<file path="src/include/sds_pkg.sv">
// constants shared by the strap decoder and the setpoint controller
package sds_pkg;
  // clock and time base
  localparam int CLK_PERIOD_NS = 100;
  localparam int CLK_PER_US    = 1000 / CLK_PERIOD_NS;
  // strap sense settling time, a least time so rounded up
  localparam int SETTLE_NS     = 2000;
  localparam int SETTLE_CYC    = (SETTLE_NS + CLK_PERIOD_NS - 1) / CLK_PERIOD_NS;
  // soft-start durations
  localparam int SS_T0_US      = 500;
  localparam int SS_T1_US      = 770;
  localparam int SS_T2_US      = 1000;
  localparam int SS_T3_US      = 2000;
  // strap positions (msb, lsb) as the decoder reports them
  localparam logic [1:0] POS_SHORT_GND = 2'h0;
  localparam logic [1:0] POS_RES_GND   = 2'h1;
  localparam logic [1:0] POS_RES_SUP   = 2'h2;
  localparam logic [1:0] POS_SHORT_SUP = 2'h3;
  // switching frequency per frequency strap position, in kHz
  localparam logic [11:0] FREQ_KHZ_SHORT_GND = 12'h8ca; // 2250
  localparam logic [11:0] FREQ_KHZ_RES_GND   = 12'h5dc; // 1500
  localparam logic [11:0] FREQ_KHZ_RES_SUP   = 12'hbb8; // 3000
  localparam logic [11:0] FREQ_KHZ_SHORT_SUP = 12'h9c4; // 2500
  // bus target address per second voltage strap position
  localparam logic [6:0] ADDR_SHORT_GND = 7'h45;
  localparam logic [6:0] ADDR_RES_GND   = 7'h44;
  localparam logic [6:0] ADDR_RES_SUP   = 7'h47;
  localparam logic [6:0] ADDR_SHORT_SUP = 7'h46;
  // voltage scale in microvolts
  localparam logic [20:0] BASE_UV     = 21'h061a80; // 400000
  localparam logic [20:0] STEP_UV_R0  = 21'h0004e2; // 1250
  localparam logic [20:0] STEP_UV_R1  = 21'h0009c4; // 2500
  localparam logic [20:0] STEP_UV_R2  = 21'h001388; // 5000
  // range codes and defaults
  localparam logic [1:0] RANGE_FINE   = 2'h0;
  localparam logic [1:0] RANGE_MID    = 2'h1;
  localparam logic [1:0] RANGE_WIDE   = 2'h2;
  // default setpoint codes: low variant 25mV/2.5mV = 10 codes per index
  localparam logic [7:0] DEF_CODE_PER_IDX = 8'h0a;
  localparam logic [7:0] DEF_CODE_HI_BASE = 8'h50; // 400mV offset in 5mV codes
  // slew steps per microsecond, in microvolts
  localparam logic [20:0] SLEW_UV_0   = 21'h002710; // 10 mV/us
  localparam logic [20:0] SLEW_UV_1   = 21'h001388; // 5 mV/us
  localparam logic [20:0] SLEW_UV_2   = 21'h0004e2; // 1.25 mV/us
  localparam logic [20:0] SLEW_UV_3   = 21'h0001f4; // 0.5 mV/us
  localparam logic [1:0]  SLEW_RESET  = 2'h2;
  // register offsets
  localparam logic [2:0] REG_SETPOINT = 3'h0;
  localparam logic [2:0] REG_CTRL_ONE = 3'h1;
  localparam logic [2:0] REG_CTRL_TWO = 3'h2;
  localparam logic [2:0] REG_STATUS   = 3'h3;
  localparam logic [2:0] REG_TGT_LO   = 3'h4;
  localparam logic [2:0] REG_TGT_MID  = 3'h5;
  localparam logic [2:0] REG_TGT_HI   = 3'h6;
  localparam logic [2:0] REG_STRAPS   = 3'h7;
  // field positions in control_reg_one
  localparam int RANGE_LSB = 0;
  localparam int SLEW_LSB  = 2;
  // top-level sequencer states
  typedef enum logic [3:0] {
    ST_INIT = 4'h1,
    ST_OFF  = 4'h2,
    ST_SOFT = 4'h4,
    ST_RUN  = 4'h8
  } sds_state_type;
  // strap decoder states
  typedef enum logic [3:0] {
    DS_IDLE = 4'h1,
    DS_MSB  = 4'h2,
    DS_LSB  = 4'h4,
    DS_DONE = 4'h8
  } sds_dec_state_type;
endpackage

</file>
<file path="src/hw/sds_strap_decoder.sv">
// four-level resistor strap decoder for one pin
`timescale 1ns/1ns
`default_nettype none
module sds_strap_decoder (
  // clock and reset
  input  wire logic       clk,
  input  wire logic       rstn,
  // control
  input  wire logic       start,
  input  wire logic       pin_level,
  // sense switches, high closes the switch
  output logic            sw_a,
  output logic            sw_b,
  // result
  output logic [1:0]      code,
  output logic            done
);
  sds_pkg::sds_dec_state_type state;
  logic [7:0]                 settle;
  logic                       settled;

  // the buffer needs time after every switch change before a sample is trusted
  assign settled = (settle == 8'(sds_pkg::SETTLE_CYC - 1));

  // sequence: open switches, sample msb, close one switch, sample lsb
  always_ff @(posedge clk or negedge rstn) begin
    if (!rstn) begin
      state  <= sds_pkg::DS_IDLE;
      settle <= 8'h00;
      sw_a   <= 1'b0;
      sw_b   <= 1'b0;
      code   <= 2'h0;
      done   <= 1'b0;
    end else begin
      case (state)
        sds_pkg::DS_IDLE: begin
          if (start) begin
            state  <= sds_pkg::DS_MSB;
            settle <= 8'h00;
            sw_a   <= 1'b0;
            sw_b   <= 1'b0;
            done   <= 1'b0;
          end
        end
        sds_pkg::DS_MSB: begin
          if (settled) begin
            // msb open sample
            code[1] <= pin_level;
            // msb zero closes a
            sw_a    <= !pin_level;
            // msb one closes b
            sw_b    <= pin_level;
            settle  <= 8'h00;
            state   <= sds_pkg::DS_LSB;
          end else begin
            settle <= settle + 8'h01;
          end
        end
        sds_pkg::DS_LSB: begin
          if (settled) begin
            // lsb follows level
            code[0] <= pin_level;
            sw_a    <= 1'b0;
            sw_b    <= 1'b0;
            done    <= 1'b1;
            state   <= sds_pkg::DS_DONE;
          end else begin
            settle <= settle + 8'h01;
          end
        end
        sds_pkg::DS_DONE: begin
          // result held
          state <= sds_pkg::DS_DONE;
        end
        default: begin
          state <= sds_pkg::DS_IDLE;
        end
      endcase
    end
  end
endmodule
`default_nettype wire

</file>
<file path="src/hw/sds_setpoint_ctrl.sv">
// strap decoding at initialization and output voltage setpoint control
//
// Overview of operation
// the frequency strap is decoded once at initialization into 1.5, 2.25, 2.5 or 3 MHz.
// the strap msb is sampled with both sense switches open, high giving one.
// with msb zero the first sense switch closes and a high level gives lsb one.
// with msb one the second sense switch closes and a low level gives lsb zero.
// range 0, 1 and 2 or 3 select 1.25, 2.5 and 5 mV steps.
// after initialization the range defaults to 2.5 mV steps on the low variant, 5 mV otherwise.
// a written range becomes active only at the next setpoint write.
// the target is 0.4 V plus the setpoint code times the active step.
// both voltage straps are decoded at initialization to load the default setpoint and address.
// the bus address follows only the second voltage strap, 0x45, 0x44, 0x47, 0x46.
// the low variant default is 400 mV plus 25 mV times the sixteen-position strap index.
// the high variant default is 800 mV plus 50 mV times the same index.
// setpoint, range and ramp time written during soft start wait until it ends.
// setpoint changes in operation slew at the rate of the slew field, default code 2.
// decoded strap results stay latched until the next initialization.
`timescale 1ns/1ns
`default_nettype none
module sds_setpoint_ctrl #(
  parameter bit LOW_VOLT_VARIANT = 1'b0,
  parameter int SS_CYC_0         = sds_pkg::SS_T0_US * sds_pkg::CLK_PER_US,
  parameter int SS_CYC_1         = sds_pkg::SS_T1_US * sds_pkg::CLK_PER_US,
  parameter int SS_CYC_2         = sds_pkg::SS_T2_US * sds_pkg::CLK_PER_US,
  parameter int SS_CYC_3         = sds_pkg::SS_T3_US * sds_pkg::CLK_PER_US
) (
  // clock and reset
  input  wire logic        CLK,
  input  wire logic        RSTN,
  // strap pins and their sense switches, index 0 freq, 1 volt a, 2 volt b
  input  wire logic        FREQ_STRAP_PIN,
  input  wire logic        VOLT_STRAP_PIN_A,
  input  wire logic        VOLT_STRAP_PIN_B,
  output logic [2:0]       SENSE_SWITCH_A,
  output logic [2:0]       SENSE_SWITCH_B,
  // enable pin and its initialization pull-down
  input  wire logic        ENABLE,
  output logic             EN_PULL_LOW,
  // register port
  input  wire logic [2:0]  ADDR,
  input  wire logic [7:0]  WDATA,
  input  wire logic        WR,
  input  wire logic        RD,
  output logic [7:0]       RDATA,
  // decoded configuration and voltages
  output logic [11:0]      FREQ_KHZ,
  output logic [6:0]       BUS_ADDR,
  output logic [20:0]      TARGET_UV,
  output logic [20:0]      VOUT_UV,
  output logic             SOFT_START_ACTIVE
);
  localparam logic [1:0] RANGE_DEFAULT = LOW_VOLT_VARIANT ? sds_pkg::RANGE_MID : sds_pkg::RANGE_WIDE;
  localparam logic [1:0] SS_DEFAULT    = LOW_VOLT_VARIANT ? 2'h1 : 2'h2;

  sds_pkg::sds_state_type state;
  logic [2:0]             pins;
  logic [1:0]             pos [3];
  logic [2:0]             dec_done;
  logic                   dec_start;
  logic                   init_started;
  // software-visible registers, plus the active range that is not read back
  logic [7:0]             setpoint_code;
  logic [1:0]             range_select;
  logic [1:0]             slew_select;
  logic [1:0]             soft_ramp_time;
  logic [1:0]             active_range;
  // values the converter actually uses
  logic [7:0]             run_code;
  logic [1:0]             run_range;
  logic [14:0]            ss_count;
  logic [14:0]            ss_limit;
  logic [3:0]             us_div;
  logic                   us_tick;
  logic [20:0]            next_target;
  logic [20:0]            slew_step;
  logic [3:0]             strap_index;
  logic                   wr_ok;

  assign pins = {VOLT_STRAP_PIN_B, VOLT_STRAP_PIN_A, FREQ_STRAP_PIN};

  // one identical decoder per strap pin
  genvar gi;
  generate
    for (gi = 0; gi < 3; gi++) begin : g_dec
      sds_strap_decoder u_dec (
        .clk       (CLK),
        .rstn      (RSTN),
        .start     (dec_start),
        .pin_level (pins[gi]),
        .sw_a      (SENSE_SWITCH_A[gi]),
        .sw_b      (SENSE_SWITCH_B[gi]),
        .code      (pos[gi]),
        .done      (dec_done[gi])
      );
    end
  endgenerate

  // kick the decoders once after reset release
  always_ff @(posedge CLK or negedge RSTN) begin
    if (!RSTN) begin
      init_started <= 1'b0;
    end else begin
      init_started <= 1'b1;
    end
  end
  assign dec_start = !init_started;

  // sequencer: init, off, soft start, run
  always_ff @(posedge CLK or negedge RSTN) begin
    if (!RSTN) begin
      state <= sds_pkg::ST_INIT;
    end else begin
      case (state)
        sds_pkg::ST_INIT: begin
          if (&dec_done) begin
            state <= sds_pkg::ST_OFF;
          end
        end
        sds_pkg::ST_OFF: begin
          if (ENABLE) begin
            state <= sds_pkg::ST_SOFT;
          end
        end
        sds_pkg::ST_SOFT: begin
          if (!ENABLE) begin
            state <= sds_pkg::ST_OFF;
          end else if (ss_count == ss_limit) begin
            state <= sds_pkg::ST_RUN;
          end
        end
        sds_pkg::ST_RUN: begin
          if (!ENABLE) begin
            state <= sds_pkg::ST_OFF;
          end
        end
        default: begin
          state <= sds_pkg::ST_INIT;
        end
      endcase
    end
  end

  // the enable pin is held low until straps are read
  assign EN_PULL_LOW       = (state == sds_pkg::ST_INIT);
  assign SOFT_START_ACTIVE = (state == sds_pkg::ST_SOFT);

  // index from both voltage straps
  assign strap_index = {pos[1], pos[2]};

  // frequency latched from strap
  always_ff @(posedge CLK or negedge RSTN) begin
    if (!RSTN) begin
      FREQ_KHZ <= 12'h000;
      BUS_ADDR <= 7'h00;
    end else if (state == sds_pkg::ST_INIT && (&dec_done)) begin
      // captured only here
      case (pos[0])
        sds_pkg::POS_SHORT_GND: FREQ_KHZ <= sds_pkg::FREQ_KHZ_SHORT_GND;
        sds_pkg::POS_RES_GND:   FREQ_KHZ <= sds_pkg::FREQ_KHZ_RES_GND;
        sds_pkg::POS_RES_SUP:   FREQ_KHZ <= sds_pkg::FREQ_KHZ_RES_SUP;
        default:                FREQ_KHZ <= sds_pkg::FREQ_KHZ_SHORT_SUP;
      endcase
      // address from strap b
      case (pos[2])
        sds_pkg::POS_SHORT_GND: BUS_ADDR <= sds_pkg::ADDR_SHORT_GND;
        sds_pkg::POS_RES_GND:   BUS_ADDR <= sds_pkg::ADDR_RES_GND;
        sds_pkg::POS_RES_SUP:   BUS_ADDR <= sds_pkg::ADDR_RES_SUP;
        default:                BUS_ADDR <= sds_pkg::ADDR_SHORT_SUP;
      endcase
    end
  end

  // register writes are taken only once initialization is over; reads answer at any time
  assign wr_ok = WR && (state != sds_pkg::ST_INIT);

  // software registers; setpoint and range defaults loaded when the straps are in, slew and ramp time defaults at reset only
  always_ff @(posedge CLK or negedge RSTN) begin
    if (!RSTN) begin
      setpoint_code  <= 8'h00;
      range_select   <= RANGE_DEFAULT;
      active_range   <= RANGE_DEFAULT;
      slew_select    <= sds_pkg::SLEW_RESET;
      soft_ramp_time <= SS_DEFAULT;
    end else if (state == sds_pkg::ST_INIT) begin
      if (&dec_done) begin
        // range default per variant
        range_select <= RANGE_DEFAULT;
        active_range <= RANGE_DEFAULT;
        // low variant default
        // high variant default
        if (LOW_VOLT_VARIANT) begin
          setpoint_code <= 8'(strap_index * sds_pkg::DEF_CODE_PER_IDX);
        end else begin
          setpoint_code <= sds_pkg::DEF_CODE_HI_BASE + 8'(strap_index * sds_pkg::DEF_CODE_PER_IDX);
        end
      end
    end else if (wr_ok) begin
      if (ADDR == sds_pkg::REG_SETPOINT) begin
        setpoint_code <= WDATA;
        // range applied on setpoint write
        active_range  <= range_select;
      end else if (ADDR == sds_pkg::REG_CTRL_ONE) begin
        range_select <= WDATA[sds_pkg::RANGE_LSB +: 2];
        // slew field written
        slew_select  <= WDATA[sds_pkg::SLEW_LSB +: 2];
      end else if (ADDR == sds_pkg::REG_CTRL_TWO) begin
        soft_ramp_time <= WDATA[1:0];
      end
    end
  end

  // values frozen while soft start runs
  always_ff @(posedge CLK or negedge RSTN) begin
    if (!RSTN) begin
      run_code  <= 8'h00;
      run_range <= RANGE_DEFAULT;
      ss_limit  <= 15'h0000;
    end else if (state == sds_pkg::ST_OFF) begin
      // whatever was written while disabled is used at the next enable, a new range only once a setpoint write follows
      run_code  <= setpoint_code;
      run_range <= active_range;
      case (soft_ramp_time)
        2'h0:    ss_limit <= 15'(SS_CYC_0 - 1);
        2'h1:    ss_limit <= 15'(SS_CYC_1 - 1);
        2'h2:    ss_limit <= 15'(SS_CYC_2 - 1);
        default: ss_limit <= 15'(SS_CYC_3 - 1);
      endcase
    end else if (state == sds_pkg::ST_RUN) begin
      run_code  <= setpoint_code;
      run_range <= active_range;
    end
  end

  // soft-start timer
  always_ff @(posedge CLK or negedge RSTN) begin
    if (!RSTN) begin
      ss_count <= 15'h0000;
    end else if (state == sds_pkg::ST_SOFT) begin
      ss_count <= ss_count + 15'h0001;
    end else begin
      ss_count <= 15'h0000;
    end
  end

  // step size by range
  // target from code and step
  always_comb begin
    case (run_range)
      sds_pkg::RANGE_FINE: next_target = sds_pkg::BASE_UV + 21'(run_code) * sds_pkg::STEP_UV_R0;
      sds_pkg::RANGE_MID:  next_target = sds_pkg::BASE_UV + 21'(run_code) * sds_pkg::STEP_UV_R1;
      default:             next_target = sds_pkg::BASE_UV + 21'(run_code) * sds_pkg::STEP_UV_R2;
    endcase
  end

  always_ff @(posedge CLK or negedge RSTN) begin
    if (!RSTN) begin
      TARGET_UV <= 21'h000000;
    end else begin
      TARGET_UV <= next_target;
    end
  end

  // microsecond enable for the slew steps
  always_ff @(posedge CLK or negedge RSTN) begin
    if (!RSTN) begin
      us_div <= 4'h0;
    end else if (us_tick) begin
      us_div <= 4'h0;
    end else begin
      us_div <= us_div + 4'h1;
    end
  end
  assign us_tick = (us_div == 4'(sds_pkg::CLK_PER_US - 1));

  // step per microsecond
  always_comb begin
    case (slew_select)
      2'h0:    slew_step = sds_pkg::SLEW_UV_0;
      2'h1:    slew_step = sds_pkg::SLEW_UV_1;
      2'h2:    slew_step = sds_pkg::SLEW_UV_2;
      default: slew_step = sds_pkg::SLEW_UV_3;
    endcase
  end

  // output model: zero when off, the frozen target in soft start, slewed in run
  always_ff @(posedge CLK or negedge RSTN) begin
    if (!RSTN) begin
      VOUT_UV <= 21'h000000;
    end else if (state == sds_pkg::ST_SOFT) begin
      // taken from the frozen code directly so a write in the last off cycle cannot leave a one-cycle step
      VOUT_UV <= next_target;
    end else if (state == sds_pkg::ST_RUN) begin
      // slew toward target
      if (us_tick && VOUT_UV < TARGET_UV) begin
        VOUT_UV <= (TARGET_UV - VOUT_UV > slew_step) ? VOUT_UV + slew_step : TARGET_UV;
      end else if (us_tick && VOUT_UV > TARGET_UV) begin
        VOUT_UV <= (VOUT_UV - TARGET_UV > slew_step) ? VOUT_UV - slew_step : TARGET_UV;
      end
    end else begin
      VOUT_UV <= 21'h000000;
    end
  end

  // read data one cycle after the strobe, zero otherwise
  always_ff @(posedge CLK or negedge RSTN) begin
    if (!RSTN) begin
      RDATA <= 8'h00;
    end else if (!RD) begin
      RDATA <= 8'h00;
    end else if (ADDR == sds_pkg::REG_SETPOINT) begin
      RDATA <= setpoint_code;
    end else if (ADDR == sds_pkg::REG_CTRL_ONE) begin
      RDATA <= {4'h0, slew_select, range_select};
    end else if (ADDR == sds_pkg::REG_CTRL_TWO) begin
      RDATA <= {6'h00, soft_ramp_time};
    end else if (ADDR == sds_pkg::REG_STATUS) begin
      RDATA <= {3'h0, (VOUT_UV != TARGET_UV), state};
    end else if (ADDR == sds_pkg::REG_TGT_LO) begin
      RDATA <= TARGET_UV[7:0];
    end else if (ADDR == sds_pkg::REG_TGT_MID) begin
      RDATA <= TARGET_UV[15:8];
    end else if (ADDR == sds_pkg::REG_TGT_HI) begin
      RDATA <= {3'h0, TARGET_UV[20:16]};
    end else begin
      RDATA <= {2'h0, pos[0], pos[1], pos[2]};
    end
  end
endmodule
`default_nettype wire

</file>
<file path="config.mk">
export PLATFORM = sky130hd
export DESIGN_NAME = sds_setpoint_ctrl
export DESIGN_NICKNAME = d
export VERILOG_FILES = /design/src/include/sds_pkg.sv /design/src/hw/sds_strap_decoder.sv /design/src/hw/sds_setpoint_ctrl.sv
export SDC_FILE = /design/constraint.sdc
export NUM_CORES = 1
export LEC_CHECK = 0
export BUFFER_PORTS_ARGS = -buffer_cell sky130_fd_sc_hd__buf_2
export CORE_MARGIN = 5
export CORE_UTILIZATION = 40
export CTS_CLUSTER_DIAMETER = 100
export CTS_CLUSTER_SIZE = 16
export DETAILED_ROUTE_END_ITERATION = 6
export PLACE_DENSITY = 0.52
export SETUP_SLACK_MARGIN = 0.5
export SLEW_MARGIN = 20
export SYNTH_ARGS = -nofsm -noshare
export SYNTH_HDL_FRONTEND = slang
export SYNTH_SLANG_ARGS = --single-unit
export TNS_END_PERCENT = 50
</file>
<file path="constraint.sdc">
create_clock -name CLK -period 10.5 [get_ports CLK]
set_clock_uncertainty 0.2 [all_clocks]
set_input_delay 1.575 -clock CLK [delete_from_list [all_inputs] [get_ports CLK]]
set_output_delay 1.575 -clock CLK [all_outputs]
set_load 0.05 [all_outputs]
</file>
==> impl_metrics.yaml <==
run_status:
  status: "finished clean"
logic_synthesis:
  syn_area_um2: 15200
  synth_top_cell_area_share_pct: 26.7
  synthFlopType: "dfrtp_1"
  synthCells: 1795
  synth-edff-count: 0
  synth_commonest_cells: "nand2_1, dfrtp_1, nor2_1, ha_1, inv_1"
  yosysTopAreaCell: "dfrtp_1"
  synth_top_cells_by_area: "dfrtp_1, ha_1, xnor2_1, nand2_1, nor2_1"
  synthArstFlopShare_pct: 100
  synth_most_common_cell: "nand2_1"
  synth-seq-cells: 171
  ys_seq_area_share_pct: 28.2
  avgSynthCellArea_um2: 8.47
  synthDistinctLibCells: 94
  ys_warn_count: 0
route:
  drc: 0
  viasPerCell: 5.57
  drtPass1Iterations: 5
  highest_layer: "met5"
  met1Wirelength_um: 20800
  ant_nets: 0
  wl_met2_um: 21200
  vias: 13100
  routedWlPerCell_um: 19.0
  wl_um: 44800
  routed-wl-met3_um: 1700
  drt_iter0_markers: 817
global_routing:
  overflow: 0
  antenna_found_initial: 4
  grt_pass1_wl_um: 71100
  grt_pass1_vias: 12700
  grt_max_degree: 104
  gr-usage-all-layers_pct: 21.2
finish:
  drive_gt1_share_pct: 11.0
  multi_input_area_um2: 10000
  num-fill-cells: 3736
  seqCellArea_um2: 4290
  syn2layout_area_growth_pct: 8.97
  stdcell_count: 2355
  design_area_um2: 16600
  num-nets-final: 2012
power_and_ir_drop:
  pwr-share-clk_pct: 20.5
  switching_share_pct: 45.6
  switchingPower_mw: 1.42
  p_int_mw: 1.69
  peakVddDrop_mv: 0.115
  p_leak_nw: 7.70
  seq_power_share_pct: 28.2
  comb_power_share_pct: 51.3
  power.total_mw: 3.11
  power_density_nw_per_um2: 188
placed_design:
  dp_hpwl_um: 35000
  io_buffers: 89
  place_congestion: 0.926
  dpl-instance-area_um2: 15900
  placed_cells: 2320
sta:
  fmax_ghz: 0.170
  period_needed_ps: 5870
  tightestPinTransition_ps: 1070
  finalSetupViolCount: 0
  setup_tns_ps: 0
  period_share_pct: 55.9
  rsz0062_at_grt: "no"
  slew_headroom_pct: 28.2
  drv_slew: 0
  hold_viol_final: 0
clock_tree:
  cts-hold-fix-buffers: 0
  cts_tree: "yes"
  insertion_delay_ps: 450
  cts_resized: 0
  cts_setup_buffers: 0
  numCtsBuffers: 17
  cts_num_sinks: 171
  cts_htree_levels: 4
  cts_root_buf: "clkbuf_16"
  path_clk_slew_ps: 80
  cts_max_path_buffers: 2
critical_path:
  worstPathRequired_ps: 10600
  reg2reg_slack_ps: 4630
  critPathLaunchType: "flop"
  r2r.worst_path.cells: 16
  cp_data_arrival_time_ps: 5970
  end_kind: "flop"
  critPathMaxFanout: 13
  worstSetupPathType: "flop to flop"
floorplan:
  std_cell_rows: 71
  core_um2: 37600
  fp.dieW_um: 205
  start_util_pct: 40.5
  boundaryPins: 96
  die_h_um: 205
  die-area_um2: 42000
hold_path:
  min_path_type: "flop to flop"
  hold_depth: 2
run:
  drv_cap: 0
-- worst paths after layout --
path / from / end
hold reg to reg: active_range[1]$_DFFE_PN1P_ / active_range[1]$_DFFE_PN1P_
max in group asynchronous: RSTN / TARGET_UV[8]$_DFF_PN0_
min in group asynchronous: RSTN / g_dec[2].u_dec.settle[0]$_DFFE_PN0P_
hold / removal: active_range[1]$_DFFE_PN1P_ / active_range[1]$_DFFE_PN1P_
setup / recovery: run_code[2]$_DFFE_PN0P_ / VOUT_UV[17]$_DFFE_PN0P_
setup reg to reg: run_code[2]$_DFFE_PN0P_ / VOUT_UV[17]$_DFFE_PN0P_
-- flip-flops by register name, summed over array words and instances (netlist names), 3 cells and up --
name and count:
FREQ_KHZ 9, VOUT_UV 20, g_dec.u_dec.state 12, g_dec.u_dec.sw_b 3, ss_limit 10, RDATA 8, TARGET_UV 20, state 4
run_code 8, g_dec.u_dec.code 6, BUS_ADDR 3, us_div 4, g_dec.u_dec.sw_a 3, ss_count 15, setpoint_code 8, g_dec.u_dec.done 3
g_dec.u_dec.settle 24
-- per-stage QoR --
| stage | utilization (%) | hold slack (ps) | worst slack [ps] |
|---|---|---|---|
| after CTS | 44.0 | 262 | 4590 |
| after floorplan | - | 233 | 5390 |
| after global routing | 44.1 | 270 | 4150 |
| after detailed placement | 42.4 | 251 | 4620 |
| after global placement | 42.4 | 244 | 4770 |
| final | 44.1 | 257 | 4630 |
-- final cells by class --
class | instances | area share [%]
Multi-Input combinational cell | 1420 | 60.6
Sequential cell | 171 | 25.9
Tap cell | 511 | 3.86
Timing Repair Buffer | 100 | 3.35
Clock buffer | 20 | 2.76
Inverter | 119 | 2.70
Clock inverter | 12 | 0.770
Antenna cell | 2 | 0.0302
-- power by group through the flow --
stage               Clock, mW  Sequential, mW  Combinational (mW)
global route            0.679           0.888                1.78
finish                  0.639           0.876                1.60
detailed placement          0           0.887                1.58
CTS                     0.655           0.874                1.59
global placement            0           0.884                1.58
floorplan                   0           0.898                1.16
-- logic make-up (layout without fill, tap and decap cells) --
kind of cell | Yosys count | count (layout) | synth area share [%]
compound gates | 461 | 461 | 20.3
xor+xnor | 122 | 122 | 7.03
fa+ha+maj | 164 | 164 | 14.3
buf+inv | 209 | 251 | 5.87
flops | 171 | 171 | 28.2
mux | 76 | 76 | 5.57
other cells | 2 | 9 | 0.0494
simple gates | 590 | 590 | 18.7
-- critical path: stages, from the launching register on --
cell	delay, ps
dfrtp_1	500
ha_1	350
ha_1	270
inv_1	50
fa_1	500
fa_1	550
fa_1	500
nor2b_1	200
o22a_1	220
xor2_1	720
nor4_1	140
a211oi_1	420
a311oi_1	220
nand2b_1	200
mux2i_1	210
o22ai_1	120
or3_1	380
-- cells in the final DEF (no fill, tap or decap), types with 24 or more instances in the layout --
master and n:
nor2_1 155, dfrtp_1 162, xnor2_1 79, inv_1 118, nand2_1 174, nor3_1 43
mux2i_1 46, buf_2 88, a211oi_1 24, o21ai_0 115, a21oi_1 102, nand3_1 55
a31oi_1 26, xor2_1 42, nand2b_1 28, ha_1 148
-- routing by layer --
| layer | track usage, % | vias to the layer above |
|---|---|---|
| li1 | - | 6447 |
| met1 | 28.7 | 6379 |
| met2 | 35.2 | 242 |
| met3 | 3.42 | 54 |
| met4 | 6.39 | 4 |
| met5 | 0 | - |
Power figures use the tool's default switching activity.
